`config.mk`:
```
export PLATFORM = sky130hd
export DESIGN_NAME = ocfg_ch5_config
export DESIGN_NICKNAME = d
export VERILOG_FILES = /design/src/logic/ocfg_pkg.sv /design/src/logic/ocfg_ch5_config.sv
export SDC_FILE = /design/constraint.sdc
export NUM_CORES = 1
export LEC_CHECK = 0
export ABC_AREA = 1
export BUFFER_PORTS_ARGS = -buffer_cell sky130_fd_sc_hd__buf_2
export CAP_MARGIN = 0
export CORE_MARGIN = 3
export CORE_UTILIZATION = 50
export DETAILED_ROUTE_END_ITERATION = 10
export PLACE_DENSITY = 0.74
export SLEW_MARGIN = 20
export SYNTH_ARGS = -nofsm -noshare
export SYNTH_HDL_FRONTEND = slang
export SYNTH_SLANG_ARGS = --single-unit
```
`constraint.sdc`:
```
create_clock -name core_clk -period 2 [get_ports core_clk]
set_input_delay 0.2 -clock core_clk [delete_from_list [all_inputs] [get_ports core_clk]]
set_output_delay 0.2 -clock core_clk [all_outputs]
set_load 0.005 [all_outputs]
```
`src/logic/ocfg_pkg.sv`:
```
// constants and types for the channel five output configuration block
`default_nettype none
package ocfg_pkg;
	// register indices; byte address is four times the index
	localparam logic [5:0] IDX_CH4_FRAC_LO = 6'h0b;
	localparam logic [5:0] IDX_CH5_CTRL = 6'h0c;
	localparam logic [5:0] IDX_CH5_DIV_HI = 6'h0d;
	localparam logic [5:0] IDX_CH5_FRAC_LO = 6'h0e;
	// bus decode
	localparam int ADDR_W = 32;
	localparam int IDX_LO = 2;
	localparam int IDX_HI = 7;
	localparam int REG_W = 16;
	localparam logic [1:0] HTRANS_NONSEQ_BIT = 2'h2;
	// writable bits; reserved positions always read zero
	localparam logic [15:0] MASK_CH4_FRAC_LO = 16'hffff;
	localparam logic [15:0] MASK_CH5_CTRL = 16'h7fdf;
	localparam logic [15:0] MASK_CH5_DIV_HI = 16'h0fff;
	localparam logic [15:0] MASK_CH5_FRAC_LO = 16'hffff;
	// reset values
	localparam logic [15:0] RST_CH4_FRAC_LO = 16'h0000;
	localparam logic [15:0] RST_CH5_CTRL = 16'h0000;
	localparam logic [15:0] RST_CH5_DIV_HI = 16'h0000;
	localparam logic [15:0] RST_CH5_FRAC_LO = 16'h0000;
	// control register fields
	localparam int SRC_HI = 14;
	localparam int SRC_LO = 13;
	localparam int PRE_HI = 12;
	localparam int PRE_LO = 10;
	localparam int FEN_BIT = 9;
	localparam int SLEW_BIT = 8;
	localparam int NEG_BIT = 7;
	localparam int POS_BIT = 6;
	localparam int DRV_HI = 4;
	localparam int DRV_LO = 3;
	localparam int ST_HI = 2;
	localparam int ST_LO = 1;
	localparam int SUP_BIT = 0;
	// divider register fields
	localparam int DIV_HI = 11;
	localparam int DIV_LO = 4;
	localparam int FHI_HI = 3;
	localparam int FHI_LO = 0;
	localparam int INT_W = 8;
	localparam int FRAC_W = 20;
	// prescale codes and ratios
	localparam logic [2:0] PRE_DIV2 = 3'h0;
	localparam logic [2:0] PRE_DIV3 = 3'h1;
	localparam logic [2:0] PRE_DIV1 = 3'h7;
	localparam logic [1:0] RATIO_NONE = 2'h0;
	localparam logic [1:0] RATIO_1 = 2'h1;
	localparam logic [1:0] RATIO_2 = 2'h2;
	localparam logic [1:0] RATIO_3 = 2'h3;
	typedef enum logic [1:0] {
		OCFG_SRC_PLL = 2'b00,
		OCFG_SRC_PRIMARY = 2'b01,
		OCFG_SRC_SECONDARY = 2'b10
	} ocfg_source_e;
	typedef enum logic [1:0] {
		OCFG_DRV_LVDS = 2'b00,
		OCFG_DRV_LVCMOS = 2'b10,
		OCFG_DRV_HCSL = 2'b11
	} ocfg_driver_e;
	typedef enum logic [1:0] {
		OCFG_ST_OFF = 2'b00,
		OCFG_ST_RUN = 2'b01,
		OCFG_ST_LOW = 2'b10,
		OCFG_ST_HIGH = 2'b11
	} ocfg_state_e;
endpackage
`default_nettype wire

```
`src/logic/ocfg_ch5_config.sv`:
```
// channel five output configuration registers behind an ahb-lite slave
//
// The implementer's own choice: the AHB-Lite slave port.
`timescale 1ns/100ps
`default_nettype none
// Behaviour
// - source field: 00/11 pll, 01 primary input, 10 secondary input
// - prescale code 000 divides by 2, 001 by 3, 111 by 1
// - prescaler is bypassed whenever the fraction enable bit is zero
// - bit 9 disables (0) or enables (1) the fractional divider
// - bit 8 selects normal (0) or slow (1) lvcmos edge rate
// - bit 6 switches the positive lvcmos side on or off
// - bits 4:3 pick driver: 00/01 lvds, 10 lvcmos, 11 hcsl
// - bits 2:1: off, run clock, static low, static high
// - bit 0 gives supply level, 0 for 1.8 v, reset at 0
// - integer divide ratio is the 8-bit field plus one
// - 20-bit fraction: bits 19:16 in one register, 15:0 in next
// - channel four fraction low sixteen bits fill the preceding register
module ocfg_ch5_config (
	// clock and reset
	input wire logic core_clk,
	input wire logic reset_n,
	// ahb-lite slave
	input wire logic hsel,
	input wire logic [ocfg_pkg::ADDR_W-1:0] haddr,
	input wire logic [1:0] htrans,
	input wire logic hwrite,
	input wire logic [2:0] hsize,
	input wire logic hready,
	input wire logic [31:0] hwdata,
	output logic [31:0] hrdata,
	output logic hreadyout,
	output logic hresp,
	// vco range strap
	input wire logic vco_above_2g4,
	// decoded channel five settings and the channel four fraction
	output ocfg_pkg::ocfg_source_e ch5_source_select,
	output logic [2:0] ch5_prescale_code,
	output logic [1:0] ch5_prescale_ratio,
	output logic ch5_prescale_bypass,
	output logic ch5_prescale_illegal,
	output logic ch5_fraction_enable,
	output logic ch5_edge_rate,
	output logic ch5_positive_side_on,
	output logic ch5_negative_side_on,
	output ocfg_pkg::ocfg_driver_e ch5_driver_type,
	output ocfg_pkg::ocfg_state_e ch5_output_state,
	output logic ch5_clock_run,
	output logic ch5_static_drive,
	output logic ch5_static_level,
	output logic ch5_supply_level,
	output logic [ocfg_pkg::INT_W:0] ch5_integer_divide,
	output logic [ocfg_pkg::FRAC_W-1:0] ch5_fraction_value,
	output logic [ocfg_pkg::REG_W-1:0] ch4_fraction_value
);
	import ocfg_pkg::*;

	logic dp_valid_reg;
	logic dp_write_reg;
	logic [5:0] dp_index_reg;
	logic [31:0] hrdata_reg;
	logic [15:0] c4f_reg;
	logic [15:0] ctl_reg;
	logic [15:0] dvh_reg;
	logic [15:0] c5f_reg;
	logic [15:0] c4f_next;
	logic [15:0] ctl_next;
	logic [15:0] dvh_next;
	logic [15:0] c5f_next;
	logic [15:0] hw16;
	logic [15:0] rd_value;
	logic addr_take;
	logic addr_mapped;
	logic [5:0] addr_index;
	logic wr_phase;

	assign hreadyout = 1'b1;
	assign hresp = 1'b0;
	assign hrdata = hrdata_reg;
	assign hw16 = hwdata[REG_W-1:0];
	assign addr_take = hsel && hready && ((htrans & HTRANS_NONSEQ_BIT) != 2'h0);
	assign addr_index = haddr[IDX_HI:IDX_LO];
	// only whole aligned words inside the low window are decoded
	assign addr_mapped = (haddr[ADDR_W-1:IDX_HI+1] == '0) &&
		(haddr[IDX_LO-1:0] == 2'h0) && (hsize == 3'h2);
	assign wr_phase = dp_valid_reg && dp_write_reg;

	// address phase capture
	always_ff @(posedge core_clk or negedge reset_n) begin
		if (!reset_n) begin
			dp_valid_reg <= 1'b0;
			dp_write_reg <= 1'b0;
			dp_index_reg <= 6'h00;
		end else if (hready) begin
			dp_valid_reg <= addr_take && addr_mapped;
			dp_write_reg <= hwrite;
			dp_index_reg <= addr_index;
		end
	end

	// write data lands in its data phase; reserved bits are masked off
	always_comb begin
		c4f_next = c4f_reg;
		ctl_next = ctl_reg;
		dvh_next = dvh_reg;
		c5f_next = c5f_reg;
		if (wr_phase) begin
			case (dp_index_reg)
				IDX_CH4_FRAC_LO: c4f_next = hw16 & MASK_CH4_FRAC_LO;
				IDX_CH5_CTRL: ctl_next = hw16 & MASK_CH5_CTRL;
				IDX_CH5_DIV_HI: dvh_next = hw16 & MASK_CH5_DIV_HI;
				IDX_CH5_FRAC_LO: c5f_next = hw16 & MASK_CH5_FRAC_LO;
				default: ;
			endcase
		end
	end

	always_ff @(posedge core_clk or negedge reset_n) begin
		if (!reset_n) begin
			c4f_reg <= RST_CH4_FRAC_LO;
			ctl_reg <= RST_CH5_CTRL;
			dvh_reg <= RST_CH5_DIV_HI;
			c5f_reg <= RST_CH5_FRAC_LO;
		end else begin
			c4f_reg <= c4f_next;
			ctl_reg <= ctl_next;
			dvh_reg <= dvh_next;
			c5f_reg <= c5f_next;
		end
	end

	// read mux uses next values so a read right after a write sees it
	always_comb begin
		case (addr_index)
			IDX_CH4_FRAC_LO: rd_value = c4f_next;
			IDX_CH5_CTRL: rd_value = ctl_next;
			IDX_CH5_DIV_HI: rd_value = dvh_next;
			IDX_CH5_FRAC_LO: rd_value = c5f_next;
			default: rd_value = 16'h0000;
		endcase
	end

	always_ff @(posedge core_clk or negedge reset_n) begin
		if (!reset_n) begin
			hrdata_reg <= 32'h00000000;
		end else if (addr_take && !hwrite) begin
			hrdata_reg <= addr_mapped ? {16'h0000, rd_value} : 32'h00000000;
		end
	end

	// decode of the control word, from next values so outputs track writes
	ocfg_source_e src_next;
	logic [1:0] ratio_next;
	logic bypass_next;
	logic illegal_next;
	ocfg_driver_e drv_next;
	logic [2:0] pre_code;

	assign pre_code = ctl_next[PRE_HI:PRE_LO];

	always_comb begin
		case (ctl_next[SRC_HI:SRC_LO])
			2'b01: src_next = OCFG_SRC_PRIMARY;
			2'b10: src_next = OCFG_SRC_SECONDARY;
			default: src_next = OCFG_SRC_PLL;
		endcase
	end

	always_comb begin
		ratio_next = RATIO_1;
		bypass_next = 1'b1;
		illegal_next = 1'b0;
		if (ctl_next[FEN_BIT]) begin
			bypass_next = 1'b0;
			case (pre_code)
				PRE_DIV2: ratio_next = RATIO_2;
				PRE_DIV3: ratio_next = RATIO_3;
				PRE_DIV1: begin
					// divide by one is flagged when the vco runs too fast
					ratio_next = RATIO_1;
					illegal_next = vco_above_2g4;
				end
				default: begin
					ratio_next = RATIO_NONE;
					illegal_next = 1'b1;
				end
			endcase
		end
	end

	always_comb begin
		case (ctl_next[DRV_HI:DRV_LO])
			2'b10: drv_next = OCFG_DRV_LVCMOS;
			2'b11: drv_next = OCFG_DRV_HCSL;
			default: drv_next = OCFG_DRV_LVDS;
		endcase
	end

	// registered outputs
	always_ff @(posedge core_clk or negedge reset_n) begin
		if (!reset_n) begin
			ch5_source_select <= OCFG_SRC_PLL;
			ch5_prescale_code <= PRE_DIV2;
			ch5_prescale_ratio <= RATIO_1;
			ch5_prescale_bypass <= 1'b1;
			ch5_prescale_illegal <= 1'b0;
			ch5_driver_type <= OCFG_DRV_LVDS;
		end else begin
			ch5_source_select <= src_next;
			ch5_prescale_code <= pre_code;
			ch5_prescale_ratio <= ratio_next;
			ch5_prescale_bypass <= bypass_next;
			ch5_prescale_illegal <= illegal_next;
			ch5_driver_type <= drv_next;
		end
	end

	always_ff @(posedge core_clk or negedge reset_n) begin
		if (!reset_n) begin
			ch5_fraction_enable <= 1'b0;
			ch5_edge_rate <= 1'b0;
			ch5_positive_side_on <= 1'b0;
			ch5_negative_side_on <= 1'b0;
			ch5_supply_level <= 1'b0;
		end else begin
			ch5_fraction_enable <= ctl_next[FEN_BIT];
			ch5_edge_rate <= ctl_next[SLEW_BIT];
			ch5_positive_side_on <= ctl_next[POS_BIT];
			// guard against a negative side left on alone
			ch5_negative_side_on <= ctl_next[NEG_BIT] && ctl_next[POS_BIT];
			ch5_supply_level <= ctl_next[SUP_BIT];
		end
	end

	always_ff @(posedge core_clk or negedge reset_n) begin
		if (!reset_n) begin
			ch5_output_state <= OCFG_ST_OFF;
			ch5_clock_run <= 1'b0;
			ch5_static_drive <= 1'b0;
			ch5_static_level <= 1'b0;
		end else begin
			case (ctl_next[ST_HI:ST_LO])
				2'b01: ch5_output_state <= OCFG_ST_RUN;
				2'b10: ch5_output_state <= OCFG_ST_LOW;
				2'b11: ch5_output_state <= OCFG_ST_HIGH;
				default: ch5_output_state <= OCFG_ST_OFF;
			endcase
			ch5_clock_run <= ctl_next[ST_HI:ST_LO] == 2'b01;
			ch5_static_drive <= ctl_next[ST_HI];
			ch5_static_level <= ctl_next[ST_HI:ST_LO] == 2'b11;
		end
	end

	always_ff @(posedge core_clk or negedge reset_n) begin
		if (!reset_n) begin
			// cleared field means divide by one, so reset shows that ratio
			ch5_integer_divide <= (INT_W+1)'(1);
			ch5_fraction_value <= '0;
			ch4_fraction_value <= '0;
		end else begin
			ch5_integer_divide <= {1'b0, dvh_next[DIV_HI:DIV_LO]} +
				(INT_W+1)'(1);
			ch5_fraction_value <= {dvh_next[FHI_HI:FHI_LO], c5f_next};
			ch4_fraction_value <= c4f_next;
		end
	end
endmodule
`default_nettype wire

```
-- Word-level counts from Yosys, hierarchy flattened
Index checks and enable logic that the tools add are counted.
- register bits after elaboration: 154
- logic and storage cells: 75
- input bits: 75
- output and inout port bits: 100
- add/subtract/negate cells: 1
- equal/unequal tests: 18
- multiplexer cells: 18
- reduce and logical (&&, ||, !) cells: 13
- operators with widths (kind ; number):
    $mux W16 ; 9
    $pmux W16 S4 ; 1
    $eq A6 B4 Y1 const B ; 8
    $logic_not A24 Y1 ; 1
    $pmux W2 S3 ; 2
    $eq A2 B2 Y1 const B ; 5
    $add A8 B1 Y9 const B ; 1
    $logic_and A1 B1 Y1 ; 8
    $pmux W2 S2 ; 2
    $eq A2 B1 Y1 const B ; 2
    $eq A3 B1 Y1 const B ; 1
    $eq A3 B2 Y1 const B ; 1
    $eq A3 B3 Y1 const B ; 1
    $logic_not A3 Y1 ; 1
    $logic_not A2 Y1 ; 1
    $mux W1 ; 2
    $mux W2 ; 1
    $pmux W1 S2 ; 1
    $reduce_or A2 Y1 ; 1
    $logic_not A1 Y1 ; 1

-- Longest topological paths before layout
- depth in word-level cells: 7
- mapped depth: 13
- gate-level depth less buffers: 13

-- Worst setup path after synthesis
OpenSTA, ideal clock, no wires.
- path kind: register to register
- start: reg dp_index_reg[1]
- end: reg ch5_integer_divide[6] in the netlist's numbering
- arrival time: 1.615 ns
- slack: 0.268 ns
- library setup time: 0.117 ns
- data required time: 1.883 ns
- clock period less this slack: 1.732 ns
- path buffers: 0
- stages on the path, launching flop included: 14
- cell sequence: dfrtp_1 inv_2 nand2_2 nor2_8 nand2_4 nand2_1 nand2_1 inv_1 ha_1 nand2_1 nor2_1 nand2_2 nand2_1 nand2_1
- longest elaborated chain between the ends: 4
- ends and longest elaborated chain (what ; line ; source):
    start, declared ; ocfg_ch5_config.sv:60 ; logic [5:0] dp_index_reg;
    start signal, assigned ; ocfg_ch5_config.sv:97 ; dp_index_reg <= addr_index;
    $eq A6 B4 Y1 ; ocfg_ch5_config.sv:108 ; case (dp_index_reg)
    $mux W16 ; ocfg_ch5_config.sv:108 ;
    $mux W16 ; ocfg_ch5_config.sv:107 ; if (wr_phase) begin
    via dvh_next[4] ; ocfg_ch5_config.sv:68 ; logic [15:0] dvh_next;
    $add A8 B1 Y9 ; ocfg_ch5_config.sv:261 ; ch5_integer_divide <= {1'b0, dvh_next[DIV_HI:DIV_LO]} +
    end signal, assigned ; ocfg_ch5_config.sv:257 ; ch5_integer_divide <= (INT_W+1)'(1);
    end signal, assigned ; ocfg_ch5_config.sv:261 ;
    end, declared ; ocfg_ch5_config.sv:52 ; output logic [ocfg_pkg::INT_W:0] ch5_integer_divide,
The timed path passes the listed nets, and every way through them passes these cells.
A chain may end at the register's enable or synchronous reset.

-- Worst setup path after layout
- start: reg dp_index_reg[1]
- end: reg ch5_integer_divide[7] in the netlist's numbering
The elaborated chain is that of the path after synthesis.

==> impl_metrics.toml <==
[timing]
worst_hold_slack_ps = 89.0
slew_headroom_pct = 65.4
final_critical_path_setup_slack_ps = 145
setup_repair_after_global_routing_missed_its_margin = "true"
final-setup-viol-count = 0
tns_ps = 0
period_share_pct = 92.7
clock.fmax_mhz = 539
hold_violations = 0
drv_slew = 0
min_period_ps = 1850
finClkSkew_ps = 7.71
pin_slew_with_the_least_headroom_to_its_limit_ps = 520

[global_route]
grt_pass1_vias = 4825
grt_start_max_net_pins = 59
globalRouteTotalUtil_pct = 24.5
grt_remaining_overflow = 0
grt_pass1_wl_mm = 24.7
antenna_violations_before_repair = 0

[synth]
synth_compound_gate_area_share_pct = 2.12
yosys.cell_types.count = 33
synth.top_cells.by_area = "sky130_fd_sc_hd__dfrtp_1 46%, sky130_fd_sc_hd__nand2_1 12%, sky130_fd_sc_hd__nand3_1 10%"
synth_top_family_by_area = "simple AND/OR/NAND/NOR gates"
post_synth_fa_ha_maj_area_fraction_pct = 0.218
async_set_reset_flop_share_out_of_synthesis_pct = 100
synth_seq_cells = 108
post_synth_xor_area_fraction_pct = 0.458
synth_enable_flop_cells = 0
synth_cells = 722
mappedNetlistArea_sq_um = 5730
synth-main-ff-cell = "sky130_fd_sc_hd__dfrtp_1"
yosys.area.top_type_share_pct = 45.8
synth-simple-area-share_pct = 35.9
syn_area_per_cell_sq_um = 7.94
synth_top_cell_by_area = "sky130_fd_sc_hd__dfrtp_1"
synth.yosys.warnings = 0
yosys-mux-area-fraction_pct = 0
synth_sequential_area_ratio_pct = 47.2

[die]
row_count = 38
die_w_um = 113
die_y_um = 113
floorplan.die_area_sq_um = 12800
start_util_pct = 52.0
floorplan.core_area_sq_um = 11000
ios = 175

[pwr]
switching_power_uw = 955
seq_power_share_pct = 52.1
pwr-share-comb_pct = 6.5
pwr_density_cell_nw_per_um2 = 624
pwr-share-clk_pct = 41.4
p_int_mw = 3.28
sw_frac_of_total_pct = 22.5
static-leakage-power_nw = 4.12
worst_ir_drop_vdd_v = 0.000465

[clock_network]
clock_path_buffers = 2
cts_tree = "built"
worstSkewPairLatency_ps = 350
clockRootBuffer = "sky130_fd_sc_hd__clkbuf_16"
worst_setup_hold_path_clk_slew_ps = 70
clkSinkCount = 108
numCtsBuffers = 9
cts_max_level = 3

[route]
finalWirelength_mm = 15.1
detailedRoute.firstIterationViolations = 340
antenna_violating_nets_post_route = 0
detailroute.wirelength.met2_mm = 7.14
viasPerCell = 4.97
drtPass1Iterations = 5
routed_wire_length_per_instance_um = 15.0
topRoutingLayerUsed = "met4"
met3_wirelength_um = 832
routedLengthMet1_mm = 6.85
post-route-drc-count = 0
routed-via-count = 5007

[critical_path]
critical_path_sink_type = "flop"
arrival_ps = 2100
rrSetupSlack_ps = 150
cp-start-kind = "flop"
worst_path_max_delay_cell = "sky130_fd_sc_hd__dfrtp_1"
rr_startpoint = "dp_index_reg[1]"
crit_top_cell = "sky130_fd_sc_hd__nand2_1"
critical_path.cell_chain = "inv_2 > nand2_2 > nor2_8 > buf_12 > buf_4 > nand3_1 > nand2_2 > nand2_1 > nor2_4 > nand2_1 > nand2_1 > nand2_1"
setup.worst_path.end = "ch5_integer_divide[7]"
worst-r2r-cell-count = 12
crit_fanout = 11
r2r-end = "ch5_integer_divide[7]"
setup.worst_path.class = "flop to flop"
startpoint = "dp_index_reg[1]"
crit_path_max_incr_delay_ps = 430
cp_data_required_time_ps = 2240

[layout]
final_nets = 939
syn2layout_area_growth_pct = 18.5
layout_cells_sized_above_1_pct = 24.8
final_core_util_pct = 61.6
antenna_cells_inserted = 0
postLayoutCellArea_sq_um = 6790
multiInputGateArea_sq_um = 2290
largest_register_ff_count = 19
register_area_sq_um = 2710
fillers = 988

[place]
io_buffers = 139
place.detailed.hpwl_mm = 11.3
dpl_cell_area_sq_um = 6440
post-place-ws_ps = 82.2
gpl.final_weighted_congestion = 0.873

[min_path]
hold_class = "input port to flop"
timing.hold.worst_path_depth = 3

[flow_run]
timing.max_cap.violations = 0

[status]
run_status = "finished, final reports clean"
metal layers:
| metal | GRT usage, % | up-vias |
|---|---|---|
| li1 | - | 2475 |
| met1 | 35.2 | 2340 |
| met2 | 38.0 | 171 |
| met3 | 3.48 | 21 |
| met4 | 8.97 | 0 |
| met5 | 0 | - |
logic make-up (layout without fill, tap and decap cells):
logic type	after synthesis	count (layout)
buffers and inverters	161	290
DFF	108	108
other	2	18
xor gates and xnor gates	3	3
and+or+nand+nor	423	423
adders and majority gates	1	1
AOI/OAI and AO/OA	24	24
layout make-up:
| type | count | share of cell area (%) |
|---|---|---|
| clock buffer | 13 | 3.68 |
| clock inverter | 2 | 0.516 |
| inverter | 112 | 6.19 |
| multi-input combinational | 469 | 33.7 |
| sequential | 108 | 39.8 |
| tap | 140 | 2.58 |
| timing repair buffer | 163 | 13.4 |
timing repair:
| action | CTS | global route |
|---|---|---|
| endpoints found under the hold margin | 61 | 0 |
| hold buffers | 1 | 0 |
| setup buffers | 0 | 4 |
| setup endpoints to repair | 0 | 8 |
| gates resized for setup | 0 | 4 |
power by group through the flow:
stage | clock, mW | combinational (mW) | sequential [mW]
6_report | 1.75 | 0.274 | 2.21
3_3_place_gp | 0 | 0.260 | 2.25
4_1_cts | 1.78 | 0.270 | 2.21
2_1_floorplan | 0 | 0.140 | 2.25
5_1_grt | 1.87 | 0.306 | 2.21
3_5_place_dp | 0 | 0.267 | 2.25
metrics by stage:
| stage | power [mW] | std cells |
|---|---|---|
| finish | 4.24 | 1007 |
| global route | 4.39 | 1007 |
| CTS | 4.26 | 1003 |
| detailed placement | 2.52 | 987 |
| global placement | 2.51 | 987 |
| floorplan | 2.39 | 738 |
placed cells by master (no fill, tap or decap), drive strengths merged:
cell type | synthesis | final
nand2 | 201 | 201
buf | 46 | 162
nand3 | 117 | 117
inv | 111 | 111
dfrtp | 105 | 105
nor2 | 46 | 46
and2 | 39 | 39
o21ai | 23 | 23
conb | 2 | 18
nand4 | 17 | 17
clkbuf | 3 | 13
dfstp | 3 | 3
xor2 | 2 | 2
nor3 | 2 | 2
clkinv | 1 | 2
xnor2 | 1 | 1
a31oi | 1 | 1
nor3b | 1 | 1
ha | 1 | 1
bufinv | 0 | 1
dlygate4sd3 | 0 | 1
critical path, delay by kind of cell (launching register included):
kind | cells | cell delay, ps
buf+inv | 3 | 390
flops | 1 | 430
simple gates | 9 | 920
synth_stat cells, types with 2 or more instances:
cell type,n
sky130_fd_sc_hd__nand2_4,4
sky130_fd_sc_hd__o21ai_1,17
sky130_fd_sc_hd__nand2_2,13
sky130_fd_sc_hd__xor2_1,2
sky130_fd_sc_hd__nor2_8,2
sky130_fd_sc_hd__nor2_1,34
sky130_fd_sc_hd__nor2_4,5
sky130_fd_sc_hd__inv_2,3
sky130_fd_sc_hd__nand3_1,115
sky130_fd_sc_hd__clkbuf_1,2
sky130_fd_sc_hd__nand4_1,17
sky130_fd_sc_hd__buf_6,8
sky130_fd_sc_hd__inv_1,108
sky130_fd_sc_hd__o21ai_0,6
sky130_fd_sc_hd__buf_4,31
sky130_fd_sc_hd__nor2_2,5
sky130_fd_sc_hd__conb_1,2
sky130_fd_sc_hd__dfstp_2,3
sky130_fd_sc_hd__nand2_1,184
sky130_fd_sc_hd__and2_1,39
sky130_fd_sc_hd__buf_2,6
sky130_fd_sc_hd__dfrtp_1,105
worst min path at each step:
stage | startpoint | end | slack, ps
floorplan | reset_n | ch4_fraction_value[0] | -100
global placement | reset_n | hrdata[7] | 50
detailed placement | reset_n | hrdata[7] | 50
CTS | haddr[7] | dp_index_reg[5] | 90
global route | haddr[7] | dp_index_reg[5] | 120
finish | haddr[7] | dp_index_reg[5] | 90
Power figures use the tool's default switching activity.
